File: config.mk
export PLATFORM = sky130hd
export DESIGN_NAME = rerc_top
export DESIGN_NICKNAME = d
export VERILOG_FILES = /design/src/design/rerc_pkg.sv /design/src/design/rerc_sync.sv /design/src/design/rerc_timer.sv /design/src/design/rerc_top.sv
export VERILOG_INCLUDE_DIRS = /design/src /design/src/design
export SDC_FILE = /design/constraint.sdc
export NUM_CORES = 1
export LEC_CHECK = 0
export BUFFER_PORTS_ARGS = -buffer_cell sky130_fd_sc_hd__clkbuf_2
export CORE_MARGIN = 2
export CORE_UTILIZATION = 25
export DETAILED_ROUTE_END_ITERATION = 16
export GPL_TIMING_DRIVEN = 0
export HOLD_SLACK_MARGIN = 0.02
export SYNTH_ARGS = -nofsm -noshare
export SYNTH_HDL_FRONTEND = slang
export SYNTH_SLANG_ARGS = --single-unit
File: constraint.sdc
create_clock -name I_CORE_CLK -period 3.3 [get_ports I_CORE_CLK]
set_input_delay 0.33 -clock I_CORE_CLK [delete_from_list [all_inputs] [get_ports I_CORE_CLK]]
set_output_delay 0.33 -clock I_CORE_CLK [all_outputs]
set_load 0.01 [all_outputs]
File: src/design/rerc_map.svh
`ifndef RERC_MAP_SVH
`define RERC_MAP_SVH

// register byte offsets on the bus
`define RERC_CTRL_ADDR 8'h00
`define RERC_MASK_ADDR 8'h04
`define RERC_STATUS_ADDR 8'h08
`define RERC_ADDR_W 8

// control register fields
`define RERC_CTRL_AUX_BIT 0
`define RERC_CTRL_RESET 1'h0

// mask register fields, a one lets the source through
`define RERC_MASK_SUPPLY_BIT 0
`define RERC_MASK_FAULT_BIT 1
`define RERC_MASK_RESET 2'h0

// status register fields
`define RERC_STAT_RAIL_LSB 0
`define RERC_STAT_RESET_BIT 8
`define RERC_STAT_MANUAL_BIT 9
`define RERC_STAT_PHASE_LSB 10
`define RERC_STAT_SUPPLY_BIT 12
`define RERC_STAT_FAULT_BIT 13
`define RERC_STAT_IRQ_BIT 14

// reset time-out length in core cycles
`define RERC_RESET_TIMEOUT_CYCLES 4000

`endif

File: src/design/rerc_pkg.sv
package rerc_pkg;

    // power-up phases of the sequencer
    typedef enum logic [1:0] {
        PH_OFF,
        PH_RAMP,
        PH_BOOT,
        PH_RUN
    } rerc_phase_t;

    // complete state of the top module
    typedef struct packed {
        rerc_phase_t phase;
        logic manual;
        logic aux_sw;
        logic [1:0] mask;
        logic [6:0] rail;
        logic rst_oe;
        logic btn_oe;
        logic irq_oe;
        logic dph;
        logic dwr;
        logic [7:0] daddr;
        logic [31:0] hrdata;
    } rerc_state_t;

endpackage : rerc_pkg

File: src/design/rerc_sync.sv
`timescale 1ns/1ps

// two-flop synchroniser for a group of pin levels
module rerc_sync #(
    parameter int W = 1
) (
    input wire logic i_clk,
    input wire logic i_nrst,
    input wire logic [W-1:0] i_d,
    output logic [W-1:0] o_q
);

    // first stage is read only by the second stage
    typedef struct packed {
        logic [W-1:0] s1;
        logic [W-1:0] s2;
    } rerc_sync_state_t;

    rerc_sync_state_t s;
    rerc_sync_state_t next_s;

    // shift one stage per edge
    always_comb
    begin
        next_s.s1 = i_d;
        next_s.s2 = s.s1;
    end

    // synchronous clear to idle levels
    always_ff @(posedge i_clk)
    begin
        if (!i_nrst)
        begin
            s <= '0;
        end
        else
        begin
            s <= next_s;
        end
    end

    assign o_q = s.s2;

endmodule : rerc_sync

File: src/design/rerc_timer.sv
`timescale 1ns/1ps

// reset time-out counter, restartable
module rerc_timer #(
    parameter int COUNT = 4000
) (
    input wire logic i_clk,
    input wire logic i_nrst,
    input wire logic i_clear,
    output logic o_done
);

    localparam int CW = $clog2(COUNT + 1);
    localparam logic [CW-1:0] LAST = CW'(COUNT - 1);

    // counter value and expiry flag
    typedef struct packed {
        logic [CW-1:0] cnt;
        logic done;
    } rerc_timer_state_t;

    rerc_timer_state_t s;
    rerc_timer_state_t next_s;

    // clear wins, else count up to expiry and stick
    always_comb
    begin
        next_s = s;
        if (i_clear)
        begin
            next_s.cnt = '0;
            next_s.done = 1'b0;
        end
        else if (!s.done)
        begin
            next_s.cnt = s.cnt + CW'(1);
            next_s.done = (s.cnt == LAST);
        end
    end

    // expired after reset so no stale time-out is pending
    always_ff @(posedge i_clk)
    begin
        if (!i_nrst)
        begin
            s <= '{cnt: '0, done: 1'b1};
        end
        else
        begin
            s <= next_s;
        end
    end

    assign o_done = s.done;

endmodule : rerc_timer

File: src/design/rerc_top.sv
// Summary of operation
// - hold only: channels 1,2,5 on, rest off unless AUX_FOLLOWS_HOLD adds 6,7
// - hold and core: channels 1-5 on
// - plus software aux enable: all seven on
// - hold and core both low, button released: all off
// - button/hold drive 1,2,5, and 6,7 with AUX_FOLLOWS_HOLD; core drives 3,4
// - hard press resets, soft press enables system
// - hard press: reset low until release+time-out
// - button status open-drain low while pressed
// - startup reset released time-out after channel-1 ok
// - interrupt open-drain low on unmasked condition
// - interrupt sources masked after reset
// - channel 1 first, then 2,5 with reset
// - button released without take-over: abort, all off
//
// Design decisions made here: the address map and the AHB-Lite register port.
`timescale 1ns/1ps
`include "rerc_map.svh"

module rerc_top
    import rerc_pkg::*;
#(
    parameter int RESET_TIMEOUT_CYCLES = `RERC_RESET_TIMEOUT_CYCLES,
    parameter bit AUX_FOLLOWS_HOLD = 1'b0
) (
    input wire logic I_CORE_CLK,
    input wire logic I_NRST,
    input wire logic I_HOLD_RAIL_ENABLE,
    input wire logic I_CORE_RAIL_ENABLE,
    input wire logic I_PUSH_BUTTON_IN_N,
    input wire logic I_BUTTON_HARD_PULL,
    input wire logic I_CH1_POWER_OK,
    input wire logic I_SUPPLY_LOW,
    input wire logic I_FAULT,
    input wire logic I_HSEL,
    input wire logic [31:0] I_HADDR,
    input wire logic [1:0] I_HTRANS,
    input wire logic I_HWRITE,
    input wire logic [2:0] I_HSIZE,
    input wire logic [31:0] I_HWDATA,
    input wire logic I_HREADY,
    output logic [31:0] O_HRDATA,
    output logic O_HREADYOUT,
    output logic O_HRESP,
    output logic [6:0] O_RAIL_ENABLE,
    output logic O_PROCESSOR_RESET_OUT_N,
    output logic O_PROCESSOR_RESET_OUT_N_OE,
    output logic O_BUTTON_STATE_OUT_N,
    output logic O_BUTTON_STATE_OUT_N_OE,
    output logic O_INTERRUPT_OUT_N,
    output logic O_INTERRUPT_OUT_N_OE
);

    // rail masks, bit 0 is channel 1
    localparam logic [6:0] HOLD_RAILS = 7'h13;
    localparam logic [6:0] CORE_RAILS = 7'h0c;
    localparam logic [6:0] AUX_RAILS = 7'h60;
    localparam logic [6:0] CH1_RAIL = 7'h01;

    rerc_state_t s; // all registered state
    rerc_state_t next_s; // its next value
    logic [6:0] pins; // synchronised pin levels
    logic hold; // processor hold request
    logic core; // processor core request
    logic pressed; // button asserted, any impedance
    logic hard; // button pulled hard to ground
    logic pok; // channel 1 reached power-ok
    logic supply_low; // supply monitor below threshold
    logic fault; // fault condition from monitors
    logic timer_done; // reset time-out expired
    logic timer_clear; // restart the time-out
    logic addr_phase; // bus address phase taken
    logic [31:0] rd_word; // read data for the current address

    // every pin is asynchronous to the core clock
    rerc_sync #(
        .W(7)
    ) u_sync (
        .i_clk(I_CORE_CLK),
        .i_nrst(I_NRST),
        .i_d({I_FAULT, I_SUPPLY_LOW, I_CH1_POWER_OK, I_BUTTON_HARD_PULL,
              ~I_PUSH_BUTTON_IN_N, I_CORE_RAIL_ENABLE, I_HOLD_RAIL_ENABLE}),
        .o_q(pins)
    );

    assign hold = pins[0];
    assign core = pins[1];
    assign pressed = pins[2];
    assign hard = pins[3] & pins[2]; // hard only counts while pressed
    assign pok = pins[4];
    assign supply_low = pins[5];
    assign fault = pins[6];

    // one counter serves startup and manual reset
    rerc_timer #(
        .COUNT(RESET_TIMEOUT_CYCLES)
    ) u_timer (
        .i_clk(I_CORE_CLK),
        .i_nrst(I_NRST),
        .i_clear(timer_clear),
        .o_done(timer_done)
    );

    // rails that the hold-type inputs bring up
    function automatic logic [6:0] hold_set(input logic on);
        hold_set = on ? (HOLD_RAILS | (AUX_FOLLOWS_HOLD ? AUX_RAILS : 7'h00)) : 7'h00;
    endfunction : hold_set

    // status word seen by software
    function automatic logic [31:0] status_word(input rerc_state_t st, input logic sl, input logic fl);
        logic [31:0] w;
        w = 32'h0000_0000;
        w[`RERC_STAT_RAIL_LSB +: 7] = st.rail;
        w[`RERC_STAT_RESET_BIT] = st.rst_oe;
        w[`RERC_STAT_MANUAL_BIT] = st.manual;
        w[`RERC_STAT_PHASE_LSB +: 2] = st.phase;
        w[`RERC_STAT_SUPPLY_BIT] = sl;
        w[`RERC_STAT_FAULT_BIT] = fl;
        w[`RERC_STAT_IRQ_BIT] = st.irq_oe;
        status_word = w;
    endfunction : status_word

    // a transfer is taken only when the bus is ready
    assign addr_phase = I_HSEL & I_HTRANS[1] & I_HREADY;

    // read mux, unmapped words read zero
    always_comb
    begin
        rd_word = 32'h0000_0000;
        unique case (I_HADDR[`RERC_ADDR_W-1:0])
            `RERC_CTRL_ADDR:
            begin
                rd_word[`RERC_CTRL_AUX_BIT] = s.aux_sw;
            end
            `RERC_MASK_ADDR:
            begin
                rd_word[1:0] = s.mask;
            end
            `RERC_STATUS_ADDR:
            begin
                rd_word = status_word(s, supply_low, fault);
            end
            default:
            begin
                rd_word = 32'h0000_0000;
            end
        endcase
    end

    // restart on entry to boot, hold at zero while hard pressed
    assign timer_clear = (s.phase == PH_RAMP && pok) || (s.phase != PH_OFF && hard);

    // sequencer, rails, open-drain drives and register writes
    always_comb
    begin
        next_s = s;

        // bus data phase: write lands now, read data registered
        next_s.dph = addr_phase;
        next_s.dwr = addr_phase & I_HWRITE;
        next_s.daddr = I_HADDR[`RERC_ADDR_W-1:0];
        if (addr_phase && !I_HWRITE)
        begin
            next_s.hrdata = rd_word;
        end
        if (s.dph && s.dwr)
        begin
            if (s.daddr == `RERC_CTRL_ADDR)
            begin
                next_s.aux_sw = I_HWDATA[`RERC_CTRL_AUX_BIT];
            end
            if (s.daddr == `RERC_MASK_ADDR)
            begin
                next_s.mask = I_HWDATA[1:0];
            end
        end

        // phase transitions
        unique case (s.phase)
            PH_OFF:
            begin
                // only a soft press starts the system
                if (pressed && !hard)
                begin
                    next_s.phase = PH_RAMP;
                end
            end
            PH_RAMP:
            begin
                if (!pressed && !hold && !core)
                begin
                    next_s.phase = PH_OFF;
                end
                else if (pok)
                begin
                    next_s.phase = PH_BOOT;
                end
            end
            PH_BOOT:
            begin
                if (!pressed && !hold && !core)
                begin
                    next_s.phase = PH_OFF;
                end
                else if (timer_done && !s.manual && (hold || core))
                begin
                    next_s.phase = PH_RUN;
                end
            end
            PH_RUN:
            begin
                // a held button keeps the system up
                if (!hold && !core && !pressed)
                begin
                    next_s.phase = PH_OFF;
                end
            end
        endcase

        // manual reset: set by a hard press, ends after release and time-out
        if (next_s.phase == PH_OFF)
        begin
            next_s.manual = 1'b0;
        end
        else if (s.phase != PH_OFF && hard)
        begin
            next_s.manual = 1'b1;
        end
        else if (!pressed && timer_done)
        begin
            next_s.manual = 1'b0;
        end

        // rail enables per phase
        unique case (next_s.phase)
            PH_OFF:
            begin
                next_s.rail = 7'h00;
            end
            PH_RAMP:
            begin
                next_s.rail = CH1_RAIL;
            end
            PH_BOOT:
            begin
                next_s.rail = hold_set(1'b1) | (core ? CORE_RAILS : 7'h00);
                next_s.rail = next_s.rail | (s.aux_sw ? AUX_RAILS : 7'h00);
            end
            PH_RUN:
            begin
                next_s.rail = hold_set(hold || pressed) | (core ? CORE_RAILS : 7'h00);
                next_s.rail = next_s.rail | (s.aux_sw ? AUX_RAILS : 7'h00);
            end
        endcase

        // reset held low off, ramping, until time-out, and on manual reset
        next_s.rst_oe = (next_s.phase == PH_OFF) || (next_s.phase == PH_RAMP)
                      || (next_s.phase == PH_BOOT && (s.phase != PH_BOOT || !timer_done))
                      || next_s.manual;

        // button status follows the button
        next_s.btn_oe = pressed;

        // interrupt is a level of the unmasked sources
        next_s.irq_oe = (supply_low & s.mask[`RERC_MASK_SUPPLY_BIT])
                      | (fault & s.mask[`RERC_MASK_FAULT_BIT]);
    end

    // one register for all state; reset puts the system off and masked
    always_ff @(posedge I_CORE_CLK)
    begin
        if (!I_NRST)
        begin
            s <= '0;
            s.phase <= PH_OFF;
            s.aux_sw <= `RERC_CTRL_RESET;
            s.mask <= `RERC_MASK_RESET;
            s.rst_oe <= 1'b1;
        end
        else
        begin
            s <= next_s;
        end
    end

    // zero-wait slave, always OKAY
    assign O_HREADYOUT = 1'b1;
    assign O_HRESP = 1'b0;
    assign O_HRDATA = s.hrdata;

    // open-drain pins only ever pull low
    assign O_RAIL_ENABLE = s.rail;
    assign O_PROCESSOR_RESET_OUT_N = 1'b0;
    assign O_PROCESSOR_RESET_OUT_N_OE = s.rst_oe;
    assign O_BUTTON_STATE_OUT_N = 1'b0;
    assign O_BUTTON_STATE_OUT_N_OE = s.btn_oe;
    assign O_INTERRUPT_OUT_N = 1'b0;
    assign O_INTERRUPT_OUT_N_OE = s.irq_oe;
endmodule : rerc_top

# [Word-level counts from Yosys, hierarchy flattened]
# Index checks and enable logic that the tools add are counted.
[op_classes] n_bitwise=12 reduce_logical=35 n_mux=19 eq_ne=11 n_addsub=1
[ops] cell="$pmux 7 s4" count=1
[ops] cell="$eq 8x3->1 const B" count=2
[ops] cell="$logic_not 8->1" count=2
[ops] cell="$logic_and 1x1->1" count=13
[ops] cell="$mux 13" count=1
[ops] cell="$add 12x1->12 const B" count=1
[ops] cell="$eq 12x12->1 const B" count=1
[ops] cell="$mux 2" count=6
[ops] cell="$eq 2x2->1 const B" count=4
[ops] cell="$eq 8x4->1 const B" count=1
[ops] cell="$pmux 2 s4" count=1
[ops] cell="$logic_not 1->1" count=7
[ops] cell="$logic_or 1x1->1" count=7
[ops] cell="$mux 7" count=1
[ops] cell="$or 5x7->7" count=1
[ops] cell="$or 7x7->7" count=1
[ops] cell="$and 1x1->1" count=6
[ops] cell="$mux 1" count=5
[ops] cell="$mux 5" count=1
[ops] cell="$or 5x4->5" count=1
[ops] cell="$eq 2x1->1 const B" count=2
[ops] cell="$logic_not 2->1" count=2
[ops] cell="$mux 4" count=1
[ops] cell="$reduce_and 2->1" count=2
[ops] cell="other kinds (7)" count=8
[totals] output_inout_bits=47 ff_bits=85 input_bits=81 word_cells=94

# [Longest topological paths before layout]
# Gate-level depths: netlist of the first run.
[depth] word_depth=10 depth_mapped=5

# [Modules after synthesis]
# From an unflattened synthesis of the first run, not the netlist that was laid out.
[unflattened] cells_unflattened=286 hier_area_um2=2658.8
[modules_own_cells] module="rerc_top" instances=1 area_each_um2=1669.1 seq_area_each_um2=700.7 cells_per_inst=194
[modules_own_cells] module="rerc_timer" instances=1 area_each_um2=598.1 seq_area_each_um2=260.2 cells_per_inst=63
[modules_own_cells] module="rerc_sync" instances=1 area_each_um2=391.6 seq_area_each_um2=280.3 cells_per_inst=29

# [Least setup slack after synthesis of the first run]
# No wires, ideal clock.
[synth_path] path_type="input port to flip-flop" start="input I_HADDR[5]" end="register s, in the netlist O_HRDATA[14]" setup_time_ns=0.071 t_required_ns=3.229 t_arrival_ns=1.517 setup_slack_ns=1.712 path_stages=4 path_cell_list="or4_4 > nor4_4 > nand3_1 > a21oi_1"
[synth_via] elab_chain_len=2
[synth_rtl] item="start: declaration" line="rerc_top.sv:36" text="input wire logic [31:0] I_HADDR,"
[synth_rtl] item="$eq 8x4->1" line="rerc_top.sv:130" text="unique case (I_HADDR[`RERC_ADDR_W-1:0])"
[synth_rtl] item="$mux 13" line="rerc_top.sv:130"
[synth_rtl] item="end signal: assignment" line="rerc_top.sv:282" text="s <= next_s;"
[synth_rtl] item="end: declaration" line="rerc_top.sv:60" text="rerc_state_t s;"
# No other way between the ends.
# A chain may end at the register's enable or synchronous reset.

# [Worst setup path in the final report of the first run]
[layout_path] start="register s[57] (netlist name)" end="register u_timer.s[2] (netlist name)"
[layout_via] elab_chain_len=4 elab_cells_between_ends=6 cone_classes="eq/ne: 1; reduce/logical: 5"
[layout_rtl] item="$eq 2x1->1 / $reduce_bool 2->1 (equally long branches)" line="rerc_top.sv:151" text="assign timer_clear = (s.phase == PH_RAMP && pok) || (s.phase != PH_OFF && hard);"
[layout_rtl] item="$logic_and 1x1->1" line="rerc_top.sv:151"
[layout_rtl] item="$logic_or 1x1->1 *" line="rerc_top.sv:151"
[layout_rtl] item="$reduce_or 2->1 (no source line) *"
[layout_rtl] item="end signal: assignment" line="rerc_timer.sv:46" text="s <= '{cnt: '0, done: 1'b1};"
[layout_rtl] item="end signal: assignment" line="rerc_timer.sv:50" text="s <= next_s;"
[layout_rtl] item="end: declaration" line="rerc_timer.sv:22" text="rerc_timer_state_t s;"
# Every way passes the cells marked *; elsewhere a longest branch is shown, timed or not.

==> run metrics, run 1 <==
Worst setup SP type=flop; height of the die=106 um; Buf/Inv on CP=1; total number of vias=1921; areal power density over the cells=449 nW/um2; I/O pin cnt=128; LEAKAGE=1.40 nW; count of cells along the worst register-to-register path=5; endpoint of the lowest-slack register-to-register path=u_timer.s[2]$_SDFFE_PP0N_; CTS root buf=sky130_fd_sc_hd__clkbuf_8; total power=0.00145 W; Critical Setup Path Class=flop to flop; max-slew violations=0; Netlist Area Pre-Place=2590 um2; post-route design area=3240 um2; distinct cell type count after synthesis=45; maximum fanout count along the critical path=10; cts bufs inserted=9; TritonCTS clock tree=yes; number of antenna violations at the first check in global routing=0; average wire per cell in the routed design=10.2 um; area grow syn2layout=25.0%; antenna diode count=0; Starting DRT DRC Count=81; count of warnings emitted by yosys=0; number of maximum-capacitance violations=0; logic gate share of total power=6.7%; post-CTS setup buffers=0; maximum clock frequency=623 MHz; RSZ-0062 raised after global routing=false; Worst Skew=0.00804 ns; setup tns final=0 ns; Critical R2R Launch=s[57]$_SDFF_PN0_; H-Tree Level Count=3; kind of end point of the critical path=flop; total wire length after detailed routing=5090 um; critical path depth=5; slowest stage cell, crit path=sky130_fd_sc_hd__clkbuf_1; clock transition at the registers of the reported paths=0.06 ns; per-instance average area after synthesis=9.18 um2; synthesized instance count=282; Hold Buf Count CTS=0; global-route wire length before repair=8510 um; critical path data arrival time=1.81 ns; fraction of layout instances using a drive strength above 1=29.4%; Max clock buf depth=2; most common cell after layout, fill and taps aside=sky130_fd_sc_hd__dfxtp_1; vias in the first global route=1867; placeable core area=10200 um2; number of enable-type register cells in the synthesized netlist=0; termination of the worst setup path=u_timer.s[2]$_SDFFE_PP0N_; pin count of the biggest net entering global routing=11; Die X=106 um; top library cells by usage in the layout, fill and taps aside=sky130_fd_sc_hd__dfxtp_1 (62), sky130_fd_sc_hd__clkbuf_2 (46), sky130_fd_sc_hd__buf_4 (44); GRT Total Usage=9.84%; launch point of the critical path=s[57]$_SDFF_PN0_; layout net count=442; starting density of the core=25.4%; worst voltage drop across the vdd grid=0.138 mV; fraction of the cycle the final worst path needs=48.6%; GP Congestion=0.747; count of state elements after synthesis=62; slew at the pin closest to its max-slew limit=0.582 ns; clock latency reported for the late side of the worst-skew pair=0.34 ns; row count=37; post-DP HPWL=3840 um; path class of the lowest-slack min-delay path=input port to flop; cell class contributing the biggest share of worst-path delay=buffers and inverters; port bufs=46; count of TritonRoute iterations in the first routing pass=4; worst slew slack as a fraction of its limit=60.9%; overflow left after global routing=0; ordered cell list for the critical path=nor2b_1 > a21oi_1 > o21ai_0 > clkbuf_1 > nor2_1; floorplan die area=11200 um2; Final setup viols=0; required time at the endpoint of the critical path=3.51 ns; fraction of power consumed by sequential logic=53.3%; share of power burned in the clock network=39.9%; final routed DRC violation total=0; net switching fraction of the power=22.7%; cell internal power dissipation=0.00112 W; Seq/Total Area, Yosys=47.9%; Routed Antenna Nets=0; prevailing post-synth register cell=sky130_fd_sc_hd__dfxtp_1; post-cts gate resize count=0; minimum clock period=1.61 ns; fillcell total=1091; Placement Cell Area=3070 um2; CP max stage delay=0.40 ns; Fin. Hold Viols=0; Sinks on Clock Net=62; status=finished, final reports clean; total net switching power=0.000331 W; detail-routed via count per cell=3.84; async set or reset register ratio after synthesis=0%; flop2flop setup slack=1.69 ns
[synth_stat cells, drive strengths merged (2+ instances only)]
| master | instances | area, um2 |
|---|---|---|
| nand4b | 3 | 26.3 |
| nand2 | 16 | 60.1 |
| dfxtp | 62 | 1240 |
| nand3 | 20 | 100 |
| clkbuf | 9 | 33.8 |
| nor4 | 4 | 40.0 |
| mux2i | 2 | 20.0 |
| a21oi | 15 | 75.1 |
| xor2 | 6 | 52.6 |
| o21ai | 4 | 20.0 |
| inv | 2 | 7.51 |
| nor3 | 6 | 30.0 |
| nand4 | 4 | 25.0 |
| nor2b | 5 | 31.3 |
| xnor2 | 5 | 43.8 |
| buf | 45 | 334 |
| nor2 | 22 | 82.6 |
| and2 | 26 | 164 |
| and3 | 2 | 12.5 |
| conb | 2 | 7.51 |
[flip-flops by register name (all words and copies together) (netlist names)]
register and count:
u_sync.next_s 7, s 16, O_PROCESSOR_RESET_OUT_N_OE 1, u_timer.s 12
O_BUTTON_STATE_OUT_N_OE 1, u_timer.o_done 1, O_RAIL_ENABLE 4, u_sync.o_q 7
O_HRDATA 12, O_INTERRUPT_OUT_N_OE 1
[power by group through the flow]
| stage | Combinational [W] | Sequential, W | Clock (W) |
|---|---|---|---|
| 3_3_place_gp | 0.0000968 | 0.000792 | 0 |
| 3_5_place_dp | 0.0000987 | 0.000792 | 0 |
| 5_1_grt | 0.000111 | 0.000777 | 0.000647 |
| 4_1_cts | 0.0000988 | 0.000775 | 0.000596 |
| 6_report | 0.0000980 | 0.000775 | 0.000580 |
| 2_1_floorplan | 0.0000710 | 0.000789 | 0 |
[final cells by class]
cell class                      instances  area, um2  area share [%]
Sequential cell                        62       1240            38.4
Multi-Input combinational cell        184       1050            32.4
Buffer                                 54        368            11.4
Timing Repair Buffer                   46        230            7.12
Tap cell                              136        170            5.26
Clock buffer                           14        163            5.03
Inverter                                3       11.3           0.348
Clock inverter                          1       5.00           0.155
[per-layer routing]
layer	vias up	part of all wire (%)	routed length, um	global-route usage (%)
met5	-	0	0	0
met4	0	1.5	76	4.79
met3	10	7.1	363	4.21
met2	57	45	2290	15.0
met1	824	46	2360	11.9
li1	1030	-	-	-
[cell families after synthesis]
logic type      Yosys count  synth area share, %
buf+inv                  57                 14.6
mux                       2                0.773
other cells               2                0.290
simple gates            118                 25.2
flops                    62                 47.9
xor+xnor                 11                 3.72
compound gates           29                 6.91
fa+ha+maj                 1                0.483
[metrics by stage]
stage | setup slack, ns | hold WS (ns) | utilization, % | std cells
3_3_place_gp | 1.42 | 0.420 | 30.1 | 485
2_1_floorplan | 1.71 | 0.397 | - | 303
4_1_cts | 1.67 | 0.136 | 31.8 | 500
5_1_grt | 1.45 | 0.133 | 31.8 | 500
3_5_place_dp | 1.37 | 0.418 | 30.1 | 485
6_report | 1.69 | 0.145 | 31.8 | 500
[worst min-delay path by stage]
| stage | end | slack [ns] | startpoint | depth (start not counted) |
|---|---|---|---|---|
| after floorplan | u_sync.next_s[2]$_SDFF_PN0_ | 0.40 | I_PUSH_BUTTON_IN_N | 1 |
| after global placement | u_sync.o_q[6]$_SDFF_PN0_ | 0.42 | u_sync.next_s[6]$_SDFF_PN0_ | 1 |
| after detailed placement | u_sync.o_q[6]$_SDFF_PN0_ | 0.42 | u_sync.next_s[6]$_SDFF_PN0_ | 1 |
| after CTS | u_sync.next_s[2]$_SDFF_PN0_ | 0.14 | I_PUSH_BUTTON_IN_N | 2 |
| after global routing | u_sync.next_s[2]$_SDFF_PN0_ | 0.13 | I_PUSH_BUTTON_IN_N | 2 |
| final | u_sync.next_s[2]$_SDFF_PN0_ | 0.14 | I_PUSH_BUTTON_IN_N | 2 |
Power figures use the tool's default switching activity.
==> run 2: changes to the inputs <==
--- a/config.mk
+++ b/config.mk
@@ -6,6 +6,7 @@
 export SDC_FILE = /design/constraint.sdc
 export NUM_CORES = 1
 export LEC_CHECK = 0
+export ABC_AREA = 1
 export BUFFER_PORTS_ARGS = -buffer_cell sky130_fd_sc_hd__clkbuf_2
 export CORE_MARGIN = 2
 export CORE_UTILIZATION = 25
==> constraint.sdc (replaced) <==
create_clock -name I_CORE_CLK -period 1.3 [get_ports I_CORE_CLK]
set_input_delay 0.13 -clock I_CORE_CLK [delete_from_list [all_inputs] [get_ports I_CORE_CLK]]
set_output_delay 0.13 -clock I_CORE_CLK [all_outputs]
set_load 0.01 [all_outputs]
==> run metrics, run 2 <==
Fin. Hold Viols=0 (unchanged); vias in the first global route=2072 (was 1867); GRT Total Usage=9.49% (was 9.84%); average wire per cell in the routed design=9.00 um (was 10.2 um); number of antenna violations at the first check in global routing=0 (unchanged); LEAKAGE=1.85 nW (was 1.40 nW); H-Tree Level Count=3 (unchanged); max FFs per register=16 (unchanged); max-slew violations=0 (unchanged); slowest stage cell, crit path=sky130_fd_sc_hd__dlygate4sd3_1 (was sky130_fd_sc_hd__clkbuf_1); clock latency reported for the late side of the worst-skew pair=0.34 ns (about the same); minimum clock period=1.23 ns; prevailing post-synth register cell=sky130_fd_sc_hd__dfxtp_1 (unchanged); areal power density over the cells=1130 nW/um2 (was 449 nW/um2); pin count of the biggest net entering global routing=12 (was 11); launch point of the critical path=I_HADDR[6] (was s[57]$_SDFF_PN0_); row count=38 (was 37); number of enable-type register cells in the synthesized netlist=0 (unchanged); starting density of the core=25.6% (was 25.4%); ordered cell list for the critical path=dlygate4sd3_1 > clkbuf_2 > nor2_2 > nand3_2 > nor2_4 > buf_12 > nand3_1 > a21oi_1 (was nor2b_1 > a21oi_1 > o21ai_0 > clkbuf_1 > nor2_1); end point of the most critical hold path=s[35]$_SDFF_PN0_ (was u_sync.next_s[2]$_SDFF_PN0_); most numerous cell types in the synthesized netlist=sky130_fd_sc_hd__nand2_1 (68), sky130_fd_sc_hd__dfxtp_1 (62), sky130_fd_sc_hd__inv_1 (54) (was sky130_fd_sc_hd__dfxtp_1 (62), sky130_fd_sc_hd__buf_4 (44), sky130_fd_sc_hd__and2_1 (25)); area of combinational cells with multiple inputs=1060 um2 (was 1050 um2); biggest area contributors in the synthesized netlist=sky130_fd_sc_hd__dfxtp_1 (45%), sky130_fd_sc_hd__buf_4 (12%), sky130_fd_sc_hd__nand2_1 (9.2%), sky130_fd_sc_hd__inv_1 (7.3%), sky130_fd_sc_hd__nor2_1 (5.9%) (was sky130_fd_sc_hd__dfxtp_1 (48%), sky130_fd_sc_hd__buf_4 (13%), sky130_fd_sc_hd__and2_1 (6.0%), sky130_fd_sc_hd__nand3_1 (3.9%), sky130_fd_sc_hd__nor2_1 (3.2%)); most common cell after layout, fill and taps aside=sky130_fd_sc_hd__nand2_1 (was sky130_fd_sc_hd__dfxtp_1); Critical R2R Launch=u_timer.s[1]$_SDFFE_PP0N_ (was s[57]$_SDFF_PN0_); library cell occupying the most area in the post-synthesis netlist=sky130_fd_sc_hd__dfxtp_1 (unchanged); cts bufs inserted=9 (unchanged); Worst setup SP type=input port (was flop); fillcell total=1162 (was 1091); synthesized instance count=368 (was 282); count of state elements after synthesis=62 (unchanged); fraction of layout instances using a drive strength above 1=31.1% (was 29.4%); required time at the endpoint of the critical path=1.56 ns (was 3.51 ns); start point of the worst min-delay path=I_HADDR[3] (was I_PUSH_BUTTON_IN_N); Netlist Area Pre-Place=2780 um2 (was 2590 um2); number of cells in the design after placement=575 (was 485); Sinks on Clock Net=62 (unchanged); Max clock buf depth=2 (unchanged); post-DP HPWL=4280 um (was 3840 um); I/O pin cnt=128 (unchanged); flop2flop setup slack=0.13 ns (was 1.69 ns); Critical Setup Path Class=input port to flop (was flop to flop); final cell count without fillers=606 (was 500); Die X=109 um (was 106 um); cell with the most instances after synthesis=sky130_fd_sc_hd__nand2_1 (was sky130_fd_sc_hd__dfxtp_1); register with the highest flop count=s (unchanged); count of TritonRoute iterations in the first routing pass=4 (unchanged); maximum fanout count along the critical path=9 (was 10); port bufs=46 (unchanged); tightest hold margin=0.0489 ns (was 0.145 ns); kind of end point of the critical path=flop (unchanged); distinct cell type count after synthesis=28 (was 45); TritonCTS clock tree=yes (unchanged); maximum clock frequency=815 MHz; per-instance average area after synthesis=7.55 um2 (was 9.18 um2); Seq/Total Area, Yosys=44.6% (was 47.9%); Starting DRT DRC Count=82 (was 81); fraction of the cycle the final worst path needs=94.4%; RSZ-0062 raised after global routing=false (unchanged); detail-routed via count per cell=3.83 (was 3.84); core utilization of the finished layout=34.0% (was 31.8%); overflow left after global routing=0 (unchanged); clock transition at the registers of the reported paths=0.07 ns (was 0.06 ns); GP Congestion=0.819 (was 0.747); height of the die=109 um (was 106 um); path class of the lowest-slack min-delay path=input port to flop (unchanged); status=finished, final reports clean (unchanged); CTS root buf=sky130_fd_sc_hd__clkbuf_8 (unchanged); final routed DRC violation total=0 (unchanged); Sequential cell area=1250 um2 (was 1240 um2); count of cells along the worst register-to-register path=6 (was 5); top library cells by usage in the layout, fill and taps aside=sky130_fd_sc_hd__nand2_1 (68), sky130_fd_sc_hd__dfxtp_1 (58), sky130_fd_sc_hd__inv_1 (54) (was sky130_fd_sc_hd__dfxtp_1 (62), sky130_fd_sc_hd__clkbuf_2 (46), sky130_fd_sc_hd__buf_4 (44)); Routed Antenna Nets=0 (unchanged); worst voltage drop across the vdd grid=0.379 mV (was 0.138 mV); layout net count=543 (was 442); floorplan die area=12000 um2 (was 11200 um2); fraction of synthesized cell area taken by the top area cell type=44.6% (was 47.9%); count of warnings emitted by yosys=0 (unchanged); placeable core area=10800 um2 (was 10200 um2); antenna diode count=0 (unchanged); CP max stage delay=0.53 ns (was 0.40 ns); Worst Hold Path Cells=3 (was 2); Worst Skew=0.00810 ns (was 0.00804 ns); global-route wire length before repair=8980 um (was 8510 um); critical path data arrival time=1.49 ns (was 1.81 ns); total wire length after detailed routing=5450 um (was 5090 um); area grow syn2layout=32.5% (was 25.0%); Final setup viols=0 (unchanged); endpoint of the lowest-slack register-to-register path=u_timer.s[9]$_SDFFE_PP0N_ (was u_timer.s[2]$_SDFFE_PP0N_); async set or reset register ratio after synthesis=0% (unchanged); total number of vias=2319 (was 1921); number of maximum-capacitance violations=0 (unchanged)
## run 2: cell type report
type | count | area share (%)
multi-input combinational | 217 | 28.8
sequential | 62 | 33.8
tap | 140 | 4.76
inverter | 61 | 6.28
clock inverter | 6 | 2.31
timing repair buffer | 61 | 10.6
clock buffer | 10 | 3.74
buffer | 49 | 9.68
## run 2: per-layer routing
layer  wire (um)  up-vias  part of all wire (%)  GRT usage (%)
met2        2370       76                    43           15.3
met3         358        6                   6.6           2.67
met5           0        -                     0              0
met1        2660      985                    49           11.7
li1            -     1252                     -              -
met4          72        0                   1.3           4.34
## run 2: timing repair
item	in CTS	in global routing
hold buffers	14	0
hold endpoints to repair	14	0
endpoints found under the setup margin	2	13
pin swaps	0	3
gates resized for setup	3	7
setup buffers	0	1
## run 2: cell families after synthesis
| logic type | after synthesis | synth area share [%] |
|---|---|---|
| adder cells (fa/ha/maj) | 1 | 0.450 |
| AND/OR/NAND/NOR | 159 | 27.0 |
| other | 2 | 0.270 |
| AO/OA/AOI/OAI | 34 | 6.48 |
| buffers and inverters | 110 | 21.2 |
| flip-flops | 62 | 44.6 |
## run 2: through the flow
| step | TNS, ns | cell area (um2) | worst slack (ns) | total power, W |
|---|---|---|---|---|
| 3_3_place_gp | 0 | 3260 | 0.0328 | 0.00230 |
| 4_1_cts | 0 | 3630 | 0.00507 | 0.00421 |
| 3_5_place_dp | -0.0126 | 3260 | -0.00991 | 0.00231 |
| 2_1_floorplan | 0 | 2860 | 0.140 | 0.00222 |
| 5_1_grt | 0 | 3680 | 0.00428 | 0.00433 |
| 6_report | 0 | 3680 | 0.0725 | 0.00416 |
## run 2: power breakdown
| part | leakage [nW] | switching [W] | total, W | internal, W |
|---|---|---|---|---|
| clock | 0.108 | 0.000732 | 0.00186 | 0.00112 |
| sequential | 0.508 | 0.0000268 | 0.00198 | 0.00195 |
| combinational | 1.24 | 0.000175 | 0.000331 | 0.000156 |
| total | 1.85 | 0.000933 | 0.00416 | 0.00323 |
## run 2: how the worst max path moves through the flow
stage | to | slack, ns | depth (start not counted)
2_1_floorplan | u_timer.s[11]$_SDFFE_PP0N_ | 0.14 | 6
3_3_place_gp | u_timer.s[11]$_SDFFE_PP0N_ | 0.03 | 6
3_5_place_dp | u_timer.s[11]$_SDFFE_PP0N_ | -0.01 | 6
4_1_cts | O_HRDATA[1]$_SDFFE_PN0P_ | 0.005 | 9
5_1_grt | u_timer.s[12]$_SDFFE_PP0N_ | 0.004 | 7
6_report | O_HRDATA[11]$_SDFFE_PN0P_ | 0.07 | 8
## run 2: critical path: cells and delay by family
kind | cells | cell delay, ns
buffers and inverters | 3 | 0.78
and+or+nand+nor | 4 | 0.44
AOI/OAI and AO/OA | 1 | 0.13
